$ cat src/sfr_pkg.sv
// shared constants and types for the synchronous fifo with flags
package sfr_pkg;
    localparam int DATA_W = 9;
    localparam int DEPTH  = 16;
    localparam int PTR_W  = 4;
    localparam int CNT_W  = PTR_W + 1;

    localparam logic [CNT_W-1:0]  DEPTH_C       = 5'h10;
    localparam logic [PTR_W-1:0]  AE_OFF_RST    = 4'h2;
    localparam logic [PTR_W-1:0]  AF_OFF_RST    = 4'h2;
    localparam logic [DATA_W-1:0] DOUT_RST      = 9'h000;
    localparam logic [CNT_W-1:0]  PTR_RST       = 5'h00;

    typedef enum logic
    {
        SFR_MODE_PUSH2 = 1'b0,
        SFR_MODE_LOAD  = 1'b1
    } sfr_mode_e;

    typedef struct packed
    {
        logic [PTR_W-1:0] ae_off;
        logic [PTR_W-1:0] af_off;
    } sfr_cfg_s;

    typedef struct packed
    {
        logic empty_n;
        logic full_n;
        logic almost_empty_n;
        logic almost_full_n;
    } sfr_flags_s;
endpackage

$ cat src/sfr_top.sv
// fifo buffer with gray pointers, and the flag, mode and offset logic around it
// Overview of operation
// - clocks may keep running during reset; nothing needs them stopped.
// - after reset data pins low if output enable is 0, released if 1.
// - second_push_en_or_load held high in reset makes it a second write enable.
// - held low in reset makes it the offset register load enable.
// - first word appears on the output the read cycle after empty_n rises.
// - first-word latency at the empty boundary is at most one clock plus skew.
// - almost-empty change follows the causing read edge directly, with no slip.
// - almost-full change follows the causing write edge directly, with no slip.
// - almost_empty_n low once a read leaves offset n minus one words or fewer.
// - almost_full_n low once a write reaches full minus m plus one words.
// - almost-full threshold is taken against the configured depth.
// - full_n rises at the clock edge of the freeing read itself.
// - empty_n rises at the clock edge of the filling write itself.
`timescale 1ns/1ps

module sfr_buf
    import sfr_pkg::*;
#(
    parameter int W = DATA_W,
    parameter int D = DEPTH
)(
    input  wire logic                 clk,
    input  wire logic                 resetn,
    input  wire logic                 in_valid,
    output logic                      in_ready,
    input  wire logic [W-1:0]         in_data,
    output logic                      out_valid,
    input  wire logic                 out_ready,
    output logic [W-1:0]              out_data,
    output logic [$clog2(D):0]        level
);
    localparam int AW = $clog2(D);

    logic [W-1:0]  mem_q [D];
    logic [W-1:0]  mem_d [D];
    logic [AW:0]   wg_q;
    logic [AW:0]   wg_d;
    logic [AW:0]   rg_q;
    logic [AW:0]   rg_d;
    logic [AW:0]   wb;
    logic [AW:0]   rb;
    logic          push;
    logic          pop;

    function automatic logic [AW:0] g2b(input logic [AW:0] g);
        logic [AW:0] b;
        b[AW] = g[AW];
        for (int i = AW - 1; i >= 0; i--)
        begin
            b[i] = b[i+1] ^ g[i];
        end
        return b;
    endfunction

    function automatic logic [AW:0] b2g(input logic [AW:0] b);
        return b ^ (b >> 1);
    endfunction

    always_comb
    begin
        wb        = g2b(wg_q);
        rb        = g2b(rg_q);
        level     = wb - rb;
        in_ready  = (level != D[AW:0]) || (D == 0);
        out_valid = (level != '0);
        push      = in_valid && in_ready;
        pop       = out_valid && out_ready;
        out_data  = mem_q[rb[AW-1:0]];
        wg_d      = push ? b2g(wb + 1'b1) : wg_q;
        rg_d      = pop  ? b2g(rb + 1'b1) : rg_q;
    end

    for (genvar e = 0; e < D; e++)
    begin : g_ent
        always_comb
        begin
            mem_d[e] = (push && (wb[AW-1:0] == AW'(e))) ? in_data : mem_q[e];
        end
        always_ff @(posedge clk)
        begin
            mem_q[e] <= mem_d[e];
        end
    end

    // asynchronous reset only on pointers; clocks may run throughout
    always_ff @(posedge clk or negedge resetn)
    begin
        if (!resetn)
        begin
            wg_q <= '0;
            rg_q <= '0;
        end
        else
        begin
            wg_q <= wg_d;
            rg_q <= rg_d;
        end
    end
endmodule // sfr_buf

module sfr_top
    import sfr_pkg::*;
(
    input  wire logic              clk,
    input  wire logic              resetn,
    input  wire logic              push_en_n,
    input  wire logic              second_push_en_or_load,
    input  wire logic [DATA_W-1:0] wr_data,
    output logic                   wr_ready,
    input  wire logic              pop_en_n,
    input  wire logic              out_en_n,
    output logic [DATA_W-1:0]      rd_data_o,
    output logic [DATA_W-1:0]      rd_data_oe_n,
    output logic                   empty_n_flag,
    output logic                   full_n_flag,
    output logic                   almost_empty_n_flag,
    output logic                   almost_full_n_flag,
    output logic                   load_mode
);
    sfr_mode_e          mode_q;
    sfr_mode_e          mode_d;
    logic               armed_q;
    logic               armed_d;
    logic               sel_af_q;
    logic               sel_af_d;
    sfr_cfg_s           cfg_q;
    sfr_cfg_s           cfg_d;
    sfr_flags_s         flg_q;
    sfr_flags_s         flg_d;
    logic [DATA_W-1:0]  dout_q;
    logic [DATA_W-1:0]  dout_d;
    logic               in_valid;
    logic               in_ready;
    logic               out_valid;
    logic               out_ready;
    logic [DATA_W-1:0]  head;
    logic [CNT_W-1:0]   level;
    logic [CNT_W-1:0]   lvl_next;
    logic               load_wr;

    sfr_buf #(
        .W (DATA_W),
        .D (DEPTH)
    ) u_buf (
        .clk       (clk),
        .resetn    (resetn),
        .in_valid  (in_valid),
        .in_ready  (in_ready),
        .in_data   (wr_data),
        .out_valid (out_valid),
        .out_ready (out_ready),
        .out_data  (head),
        .level     (level)
    );

    always_comb
    begin
        // mode is caught at the first edge after release; writes wait for it
        mode_d  = armed_q ? mode_q
                : (second_push_en_or_load ? SFR_MODE_PUSH2 : SFR_MODE_LOAD);
        armed_d = 1'b1;
        load_wr = armed_q && (mode_q == SFR_MODE_LOAD) && !push_en_n
                  && !second_push_en_or_load;
        in_valid = armed_q && !push_en_n && second_push_en_or_load;
        wr_ready = armed_q && in_ready;
        // pop only while the registered empty flag says data is there
        out_ready = !pop_en_n && flg_q.empty_n;
        sel_af_d  = load_wr ? !sel_af_q : sel_af_q;
        cfg_d     = cfg_q;
        if (load_wr && !sel_af_q)
        begin
            cfg_d.ae_off = wr_data[PTR_W-1:0];
        end
        if (load_wr && sel_af_q)
        begin
            cfg_d.af_off = wr_data[PTR_W-1:0];
        end
        dout_d   = (out_ready && out_valid) ? head : dout_q;
        lvl_next = level + CNT_W'(in_valid && in_ready)
                         - CNT_W'(out_ready && out_valid);
        // one clock, so every flag follows the causing edge directly
        flg_d.empty_n        = (lvl_next != '0);
        flg_d.full_n         = (lvl_next != DEPTH_C);
        flg_d.almost_empty_n = (lvl_next >= {1'b0, cfg_q.ae_off});
        flg_d.almost_full_n  = (lvl_next <= (DEPTH_C - {1'b0, cfg_q.af_off}));
    end

    always_ff @(posedge clk or negedge resetn)
    begin
        if (!resetn)
        begin
            mode_q   <= SFR_MODE_PUSH2;
            armed_q  <= 1'b0;
            sel_af_q <= 1'b0;
            cfg_q    <= '{ae_off: AE_OFF_RST, af_off: AF_OFF_RST};
            flg_q    <= '{empty_n: 1'b0, full_n: 1'b1,
                          almost_empty_n: 1'b0, almost_full_n: 1'b1};
            dout_q   <= DOUT_RST;
        end
        else
        begin
            mode_q   <= mode_d;
            armed_q  <= armed_d;
            sel_af_q <= sel_af_d;
            cfg_q    <= cfg_d;
            flg_q    <= flg_d;
            dout_q   <= dout_d;
        end
    end

    assign rd_data_o           = dout_q;
    assign rd_data_oe_n        = {DATA_W{out_en_n}};
    assign empty_n_flag        = flg_q.empty_n;
    assign full_n_flag         = flg_q.full_n;
    assign almost_empty_n_flag = flg_q.almost_empty_n;
    assign almost_full_n_flag  = flg_q.almost_full_n;
    assign load_mode           = (mode_q == SFR_MODE_LOAD);
endmodule // sfr_top

$ cat config.mk
export PLATFORM = sky130hd
export DESIGN_NAME = sfr_top
export DESIGN_NICKNAME = d
export VERILOG_FILES = /design/src/sfr_pkg.sv /design/src/sfr_top.sv
export SDC_FILE = /design/constraint.sdc
export NUM_CORES = 1
export LEC_CHECK = 0
export BUFFER_PORTS_ARGS = -buffer_cell sky130_fd_sc_hd__buf_2
export CAP_MARGIN = 5
export CORE_UTILIZATION = 25
export CTS_CLUSTER_SIZE = 40
export DETAILED_ROUTE_END_ITERATION = 10
export MAX_ROUTING_LAYER = met4
export PLACE_DENSITY_LB_ADDON = 0.2
export SYNTH_ARGS = -nofsm -noshare
export SYNTH_HDL_FRONTEND = slang
export SYNTH_SLANG_ARGS = --single-unit
$ cat constraint.sdc
create_clock -name clk -period 17.3 [get_ports clk]
set_clock_uncertainty 0.2 [all_clocks]
set_input_delay 1.73 -clock clk [delete_from_list [all_inputs] [get_ports clk]]
set_output_delay 1.73 -clock clk [all_outputs]
set_load 0.005 [all_outputs]
---- After elaboration in Yosys (flattened, before gate mapping) ----
Memory sizes are Yosys's and may differ from the RTL's. A register that Yosys moved wholly into a read port is not among the register bits.
Index checks and enable logic that the tools add are counted.
storage, ports and cells
  output and inout port bits .............. 24
  register bits ........................... 25
  bits in writable memories ............... 144
  input port bits ......................... 15
  memories ................................ 1
operators by class
  bitwise gates (word level) .............. 10
  equal/unequal tests ..................... 33
  add/subtract/negate cells ............... 6
  mux-type cells .......................... 62
  order comparisons ....................... 2
  reduce and logical (&&, ||, !) cells .... 50
memory list
  name         words  bits a word  read ports  clocked after memory_dff  write ports  line           source
  u_buf.mem_q  16     9            1           1                         1            sfr_top.sv:36  logic [W-1:0] mem_q [D];
operators by type and width
  operator                                                                number
  9-bit 2-to-1 mux                                                        31
  9-bit OR reduction                                                      15
  4-bit 2-to-1 mux                                                        15
  4-bit equality test (second input constant)                             8
  1-bit logical AND                                                       27
  4-bit by 3-bit equality test with 1-bit output (second input constant)  4
  1-bit 2-to-1 mux                                                        16
  1-bit != test (second input constant)                                   16
  5-bit by 1-bit adder with 5-bit output (second input constant)          2
  5-bit != test (second input constant)                                   2
  5-bit nonzero test                                                      2
  5-bit by 4-bit bitwise XOR with 5-bit output                            2
  4-bit by 2-bit equality test with 1-bit output (second input constant)  2
  1-bit bitwise XOR                                                       8
  5-bit by 1-bit adder with 5-bit output                                  1
  5-bit by 4-bit >= comparator with 1-bit output                          1
  5-bit less-or-equal comparator                                          1
  1-bit zero test                                                         5
  5-bit by 1-bit subtractor with 5-bit output                             1
  5-bit by 4-bit subtractor with 5-bit output (first input constant)      1
  5-bit subtractor                                                        1
  4-bit by 1-bit equality test with 1-bit output (second input constant)  1
  4-bit zero test                                                         1

---- Logic depth before layout (Yosys ltp) ----
  word-level depth ........................ 25
  depth in mapped cells ................... 33

---- Modules after synthesis ----
From an unflattened synthesis, not the netlist that was laid out.
second synthesis, totals
  cell total of the unflattened synthesis .. 452
  area, all modules ....................... 7,831.3 µm²
modules (own cells, without submodules)
  module   area an instance (µm²)  times used  sequential area each (µm²)  cells an instance
  sfr_buf  6,431.2                 1           4,574.4                     331
  sfr_top  1,400.1                 1           605.6                       121

---- Worst setup path after synthesis ----
No wires, ideal clock.
  path type ............................... register to register
  from .................................... register u_buf.rg_q[4]
  to ...................................... register flg_q (netlist bit almost_full_n_flag)
  data required time ...................... 17.017 ns
  cell stages (with the launch flop) ...... 34
  buffers on the path ..................... 7
  setup slack ............................. 9.803 ns
  data arrival time ....................... 7.213 ns
  path through ............................ dfrtp_1 > xor2_1 > buf_2 > ha_1 > buf_2 > buf_1 > inv_1 > ha_1 > buf_1 > inv_1 > ha_1 > buf_6 > buf_6 > inv_1 > ha_1 > inv_1 > maj3_1 > a21oi_2 > xor2_2 > ha_1 > and3_1 > a31oi_1 > clkbuf_1 > inv_1 > ha_1 > inv_1 > ha_1 > fa_1 > ha_1 > nor2b_1 > o21a_1 > o21ai_0 > maj3_1 > maj3_2
RTL lines
  item                    line            source
  start, declared         sfr_top.sv:40   logic [AW:0] rg_q;
  start signal, assigned  sfr_top.sv:98   rg_q <= rg_d;
  end signal, assigned    sfr_top.sv:198  flg_q <= '{empty_n: 1'b0, full_n: 1'b1,
  end signal, assigned    sfr_top.sv:208  flg_q <= flg_d;
  end, declared           sfr_top.sv:130  sfr_flags_s flg_q;

==> impl_metrics.tcl <==
set metrics [dict create \
    preCtsSetupSlack_ps 9811 \
    ys.flop_type "edfxtp_1" \
    cp-start-kind "register" \
    hold_start "sel_af_q$_DFFE_PN0P_" \
    gr-max-usage-layer "met2" \
    crit_path_max_fanout 17 \
    synthDistinctLibCells 44 \
    core_um2 30590 \
    avgSynthCellArea_um2 17.89 \
    overflow 0 \
    num_vias 3758 \
    rsz0062_at_grt "false" \
    slowest_stage "a311oi_4" \
    crit_type "register to register" \
    antenna_found_initial 0 \
    grt_usage 0.1171 \
    max_stage_delay_ps 780 \
    use_met2 0.1873 \
    final.setup.tns_ps 0 \
    ctsHoldBuffers 0 \
    cts_sinks 178 \
    io_buffer_count 28 \
    status "completed" \
    setup_viol_count_final 0 \
    syn2layout_area_growth_pct 14.76 \
    die_area_um2 31760 \
    drcViolationCount 0 \
    grt_max_degree 39 \
    setup_slack_ps 9947 \
    antenna_cells 0 \
    nets 508 \
    synth_edf_count 144 \
    wl_per_cell_um 19.08 \
    cp-end-kind "register" \
    hold_slack_ps 295.3 \
    grtUsageMet1 0.1496 \
    r2r-start "u_buf.rg_q[4]$_DFFE_PN0P_" \
    utilization 0.2912 \
    cts-root-buf "clkbuf_16" \
    use_met3 0.02195 \
    fmax_mhz 136.0 \
    cts.clk_slew.worst_paths_ps 70 \
    drive_gt1_frac 0.2851 \
    floorplan.rows 64 \
    holdCritPathClass "register to register" \
    globalplace.congestion 0.7359 \
    clk_path_buf_depth 2 \
    cts_htree_levels 4 \
    initial_core_util 0.2538 \
    cts_setup_buffers 0 \
    syn_inst 434 \
    tritoncts "done" \
    postRouteAntennaNets 0 \
    first_iter_violations 202 \
    slew_headroom 0.3644 \
    synth_seq_cells 178 \
    die_height_um 178.2 \
    wl_um 16660 \
    dr.pass1.iters 6 \
    maxCapViolCount 0 \
    first_global_vias 4009 \
    syn-num-nets 478 \
    routed_via_density 4.305 \
    post_cts_resized 0 \
    min_period_over_period 0.4250 \
    hpwl_um 10800 \
    drv_slew 0 \
    cp.arrival_ps 7510 \
    grt_pass1_wl_um 25480 \
    fin_crit_ps 7353 \
    hold_viol_final 0 \
    pin_count 39 \
    ys_seq_area_frac 0.6673 \
    die_x_um 178.2 \
    cts_made_buffers 17 \
    clk_latency_ps 430 \
    required_ps 17460 \
    worst_pin_slew_ps 953.4 \
    netlist_area_um2 7762 \
    crit_top_cell "ha_1" \
    ys_async_sr_fraction 0.1910 \
    ys_warn_count 0 \
    worstSetupStartpoint "u_buf.rg_q[4]$_DFFE_PN0P_" \
]
## stage by stage
step                std cells  cell area (um2)
floorplan                 434             7762
global placement          841             8295
detailed placement        841             8295
CTS                       873             8909
global route              873             8909
finish                    873             8909
## cells in the final DEF, fill, tap and decap left out, types with 2 or more instances in the layout
| master | synthesis | final |
|---|---|---|
| mux4_2 | 45 | 45 |
| nor2b_1 | 4 | 4 |
| inv_6 | 0 | 4 |
| nor3_1 | 3 | 3 |
| nand2_1 | 18 | 18 |
| xor2_1 | 7 | 6 |
| inv_8 | 0 | 3 |
| clkinv_8 | 0 | 3 |
| clkbuf_16 | 0 | 17 |
| buf_2 | 3 | 28 |
| buf_4 | 9 | 5 |
| nor2_1 | 7 | 7 |
| a21o_1 | 4 | 4 |
| dfstp_2 | 4 | 4 |
| a21oi_1 | 5 | 5 |
| dfrtp_1 | 30 | 30 |
| edfxtp_1 | 144 | 144 |
| mux2_2 | 14 | 14 |
| xor2_2 | 1 | 2 |
| and3_1 | 15 | 15 |
| o21ai_0 | 10 | 10 |
| mux2i_1 | 3 | 3 |
| clkinvlp_4 | 0 | 2 |
| maj3_1 | 2 | 2 |
| nand2b_1 | 2 | 2 |
| ha_1 | 28 | 27 |
| a31oi_1 | 2 | 2 |
| nand3_1 | 4 | 4 |
| inv_1 | 29 | 29 |
| xnor2_1 | 15 | 15 |
## synthesized netlist by cell type, types with 4 or more instances
cell,number,share of area
mux2_2,14,0.020
xnor2_1,15,0.017
buf_6,4,0.0058
dfstp_2,4,0.014
nand2_1,18,0.0087
nor2_1,7,0.0034
xor2_1,7,0.0079
edfxtp_1,144,0.56
mux4_2,45,0.13
nor2b_1,4,0.0032
ha_1,28,0.045
a21oi_1,5,0.0032
and3_1,15,0.012
buf_4,9,0.0087
o21ai_0,10,0.0064
inv_1,29,0.014
a21o_1,4,0.0039
clkbuf_1,4,0.0019
dfrtp_1,30,0.097
nand3_1,4,0.0026
## routing by layer
metal	routed length [um]	up-vias
met3	438	9
met4	180	0
li1	-	1719
met2	8177	39
met5	0	-
met1	7862	1991
## worst max-delay path, delay by kind of cell (launching register included)
family | cells | cell delay [ps]
compound gates | 4 | 1150
xor+xnor | 2 | 880
fa+ha+maj | 12 | 3900
buf+inv | 5 | 330
flops | 1 | 470
simple gates | 2 | 350
## worst paths after layout
path                                                 to  slack [ps]  depth (start not counted)
max                        almost_full_n_flag$_DFF_PN1_        9950                         25
min                                sel_af_q$_DFFE_PN0P_         300                          1
max reg2reg                almost_full_n_flag$_DFF_PN1_        9950                         25
min reg2reg                        sel_af_q$_DFFE_PN0P_         300                          1
max in group asynchronous     u_buf.rg_q[2]$_DFFE_PN0P_       15140                          1
min in group asynchronous     u_buf.wg_q[2]$_DFFE_PN0N_        1220                          1
## registers in the layout, summed over array words and instances, names as in the netlist, named ones only
name / cells
u_buf.rg_q: 4
full_n_flag: 1
u_buf.wg_q: 4
sel_af_q: 1
cfg_q: 8
rd_data_o: 9
almost_full_n_flag: 1
u_buf.mem_q: 144
empty_n_flag: 1
armed_q: 1
load_mode: 1
almost_empty_n_flag: 1
## cells by family after synthesis
logic type | Yosys count | synth area share
xor gates and xnor gates | 24 | 0.02982
muxes | 62 | 0.1547
and+or+nand+nor | 58 | 0.03852
other | 1 | 0.0004831
buffers and inverters | 52 | 0.03385
adders and majority gates | 32 | 0.05174
AOI/OAI and AO/OA | 27 | 0.02353
DFF | 178 | 0.6673
## final cells by class
type	count	area, um2
clock inverters	15	187.7
repair buffers	33	177.7
multi-input cells	204	2330
inverters	30	112.6
fillers	3062	21680
flip-flops and latches	178	5180
clock buffers	17	425.4
well taps	396	495.5
Power is not shown: default switching activity piles up to over one toggle a cycle in this logic, so the estimate is an artifact.
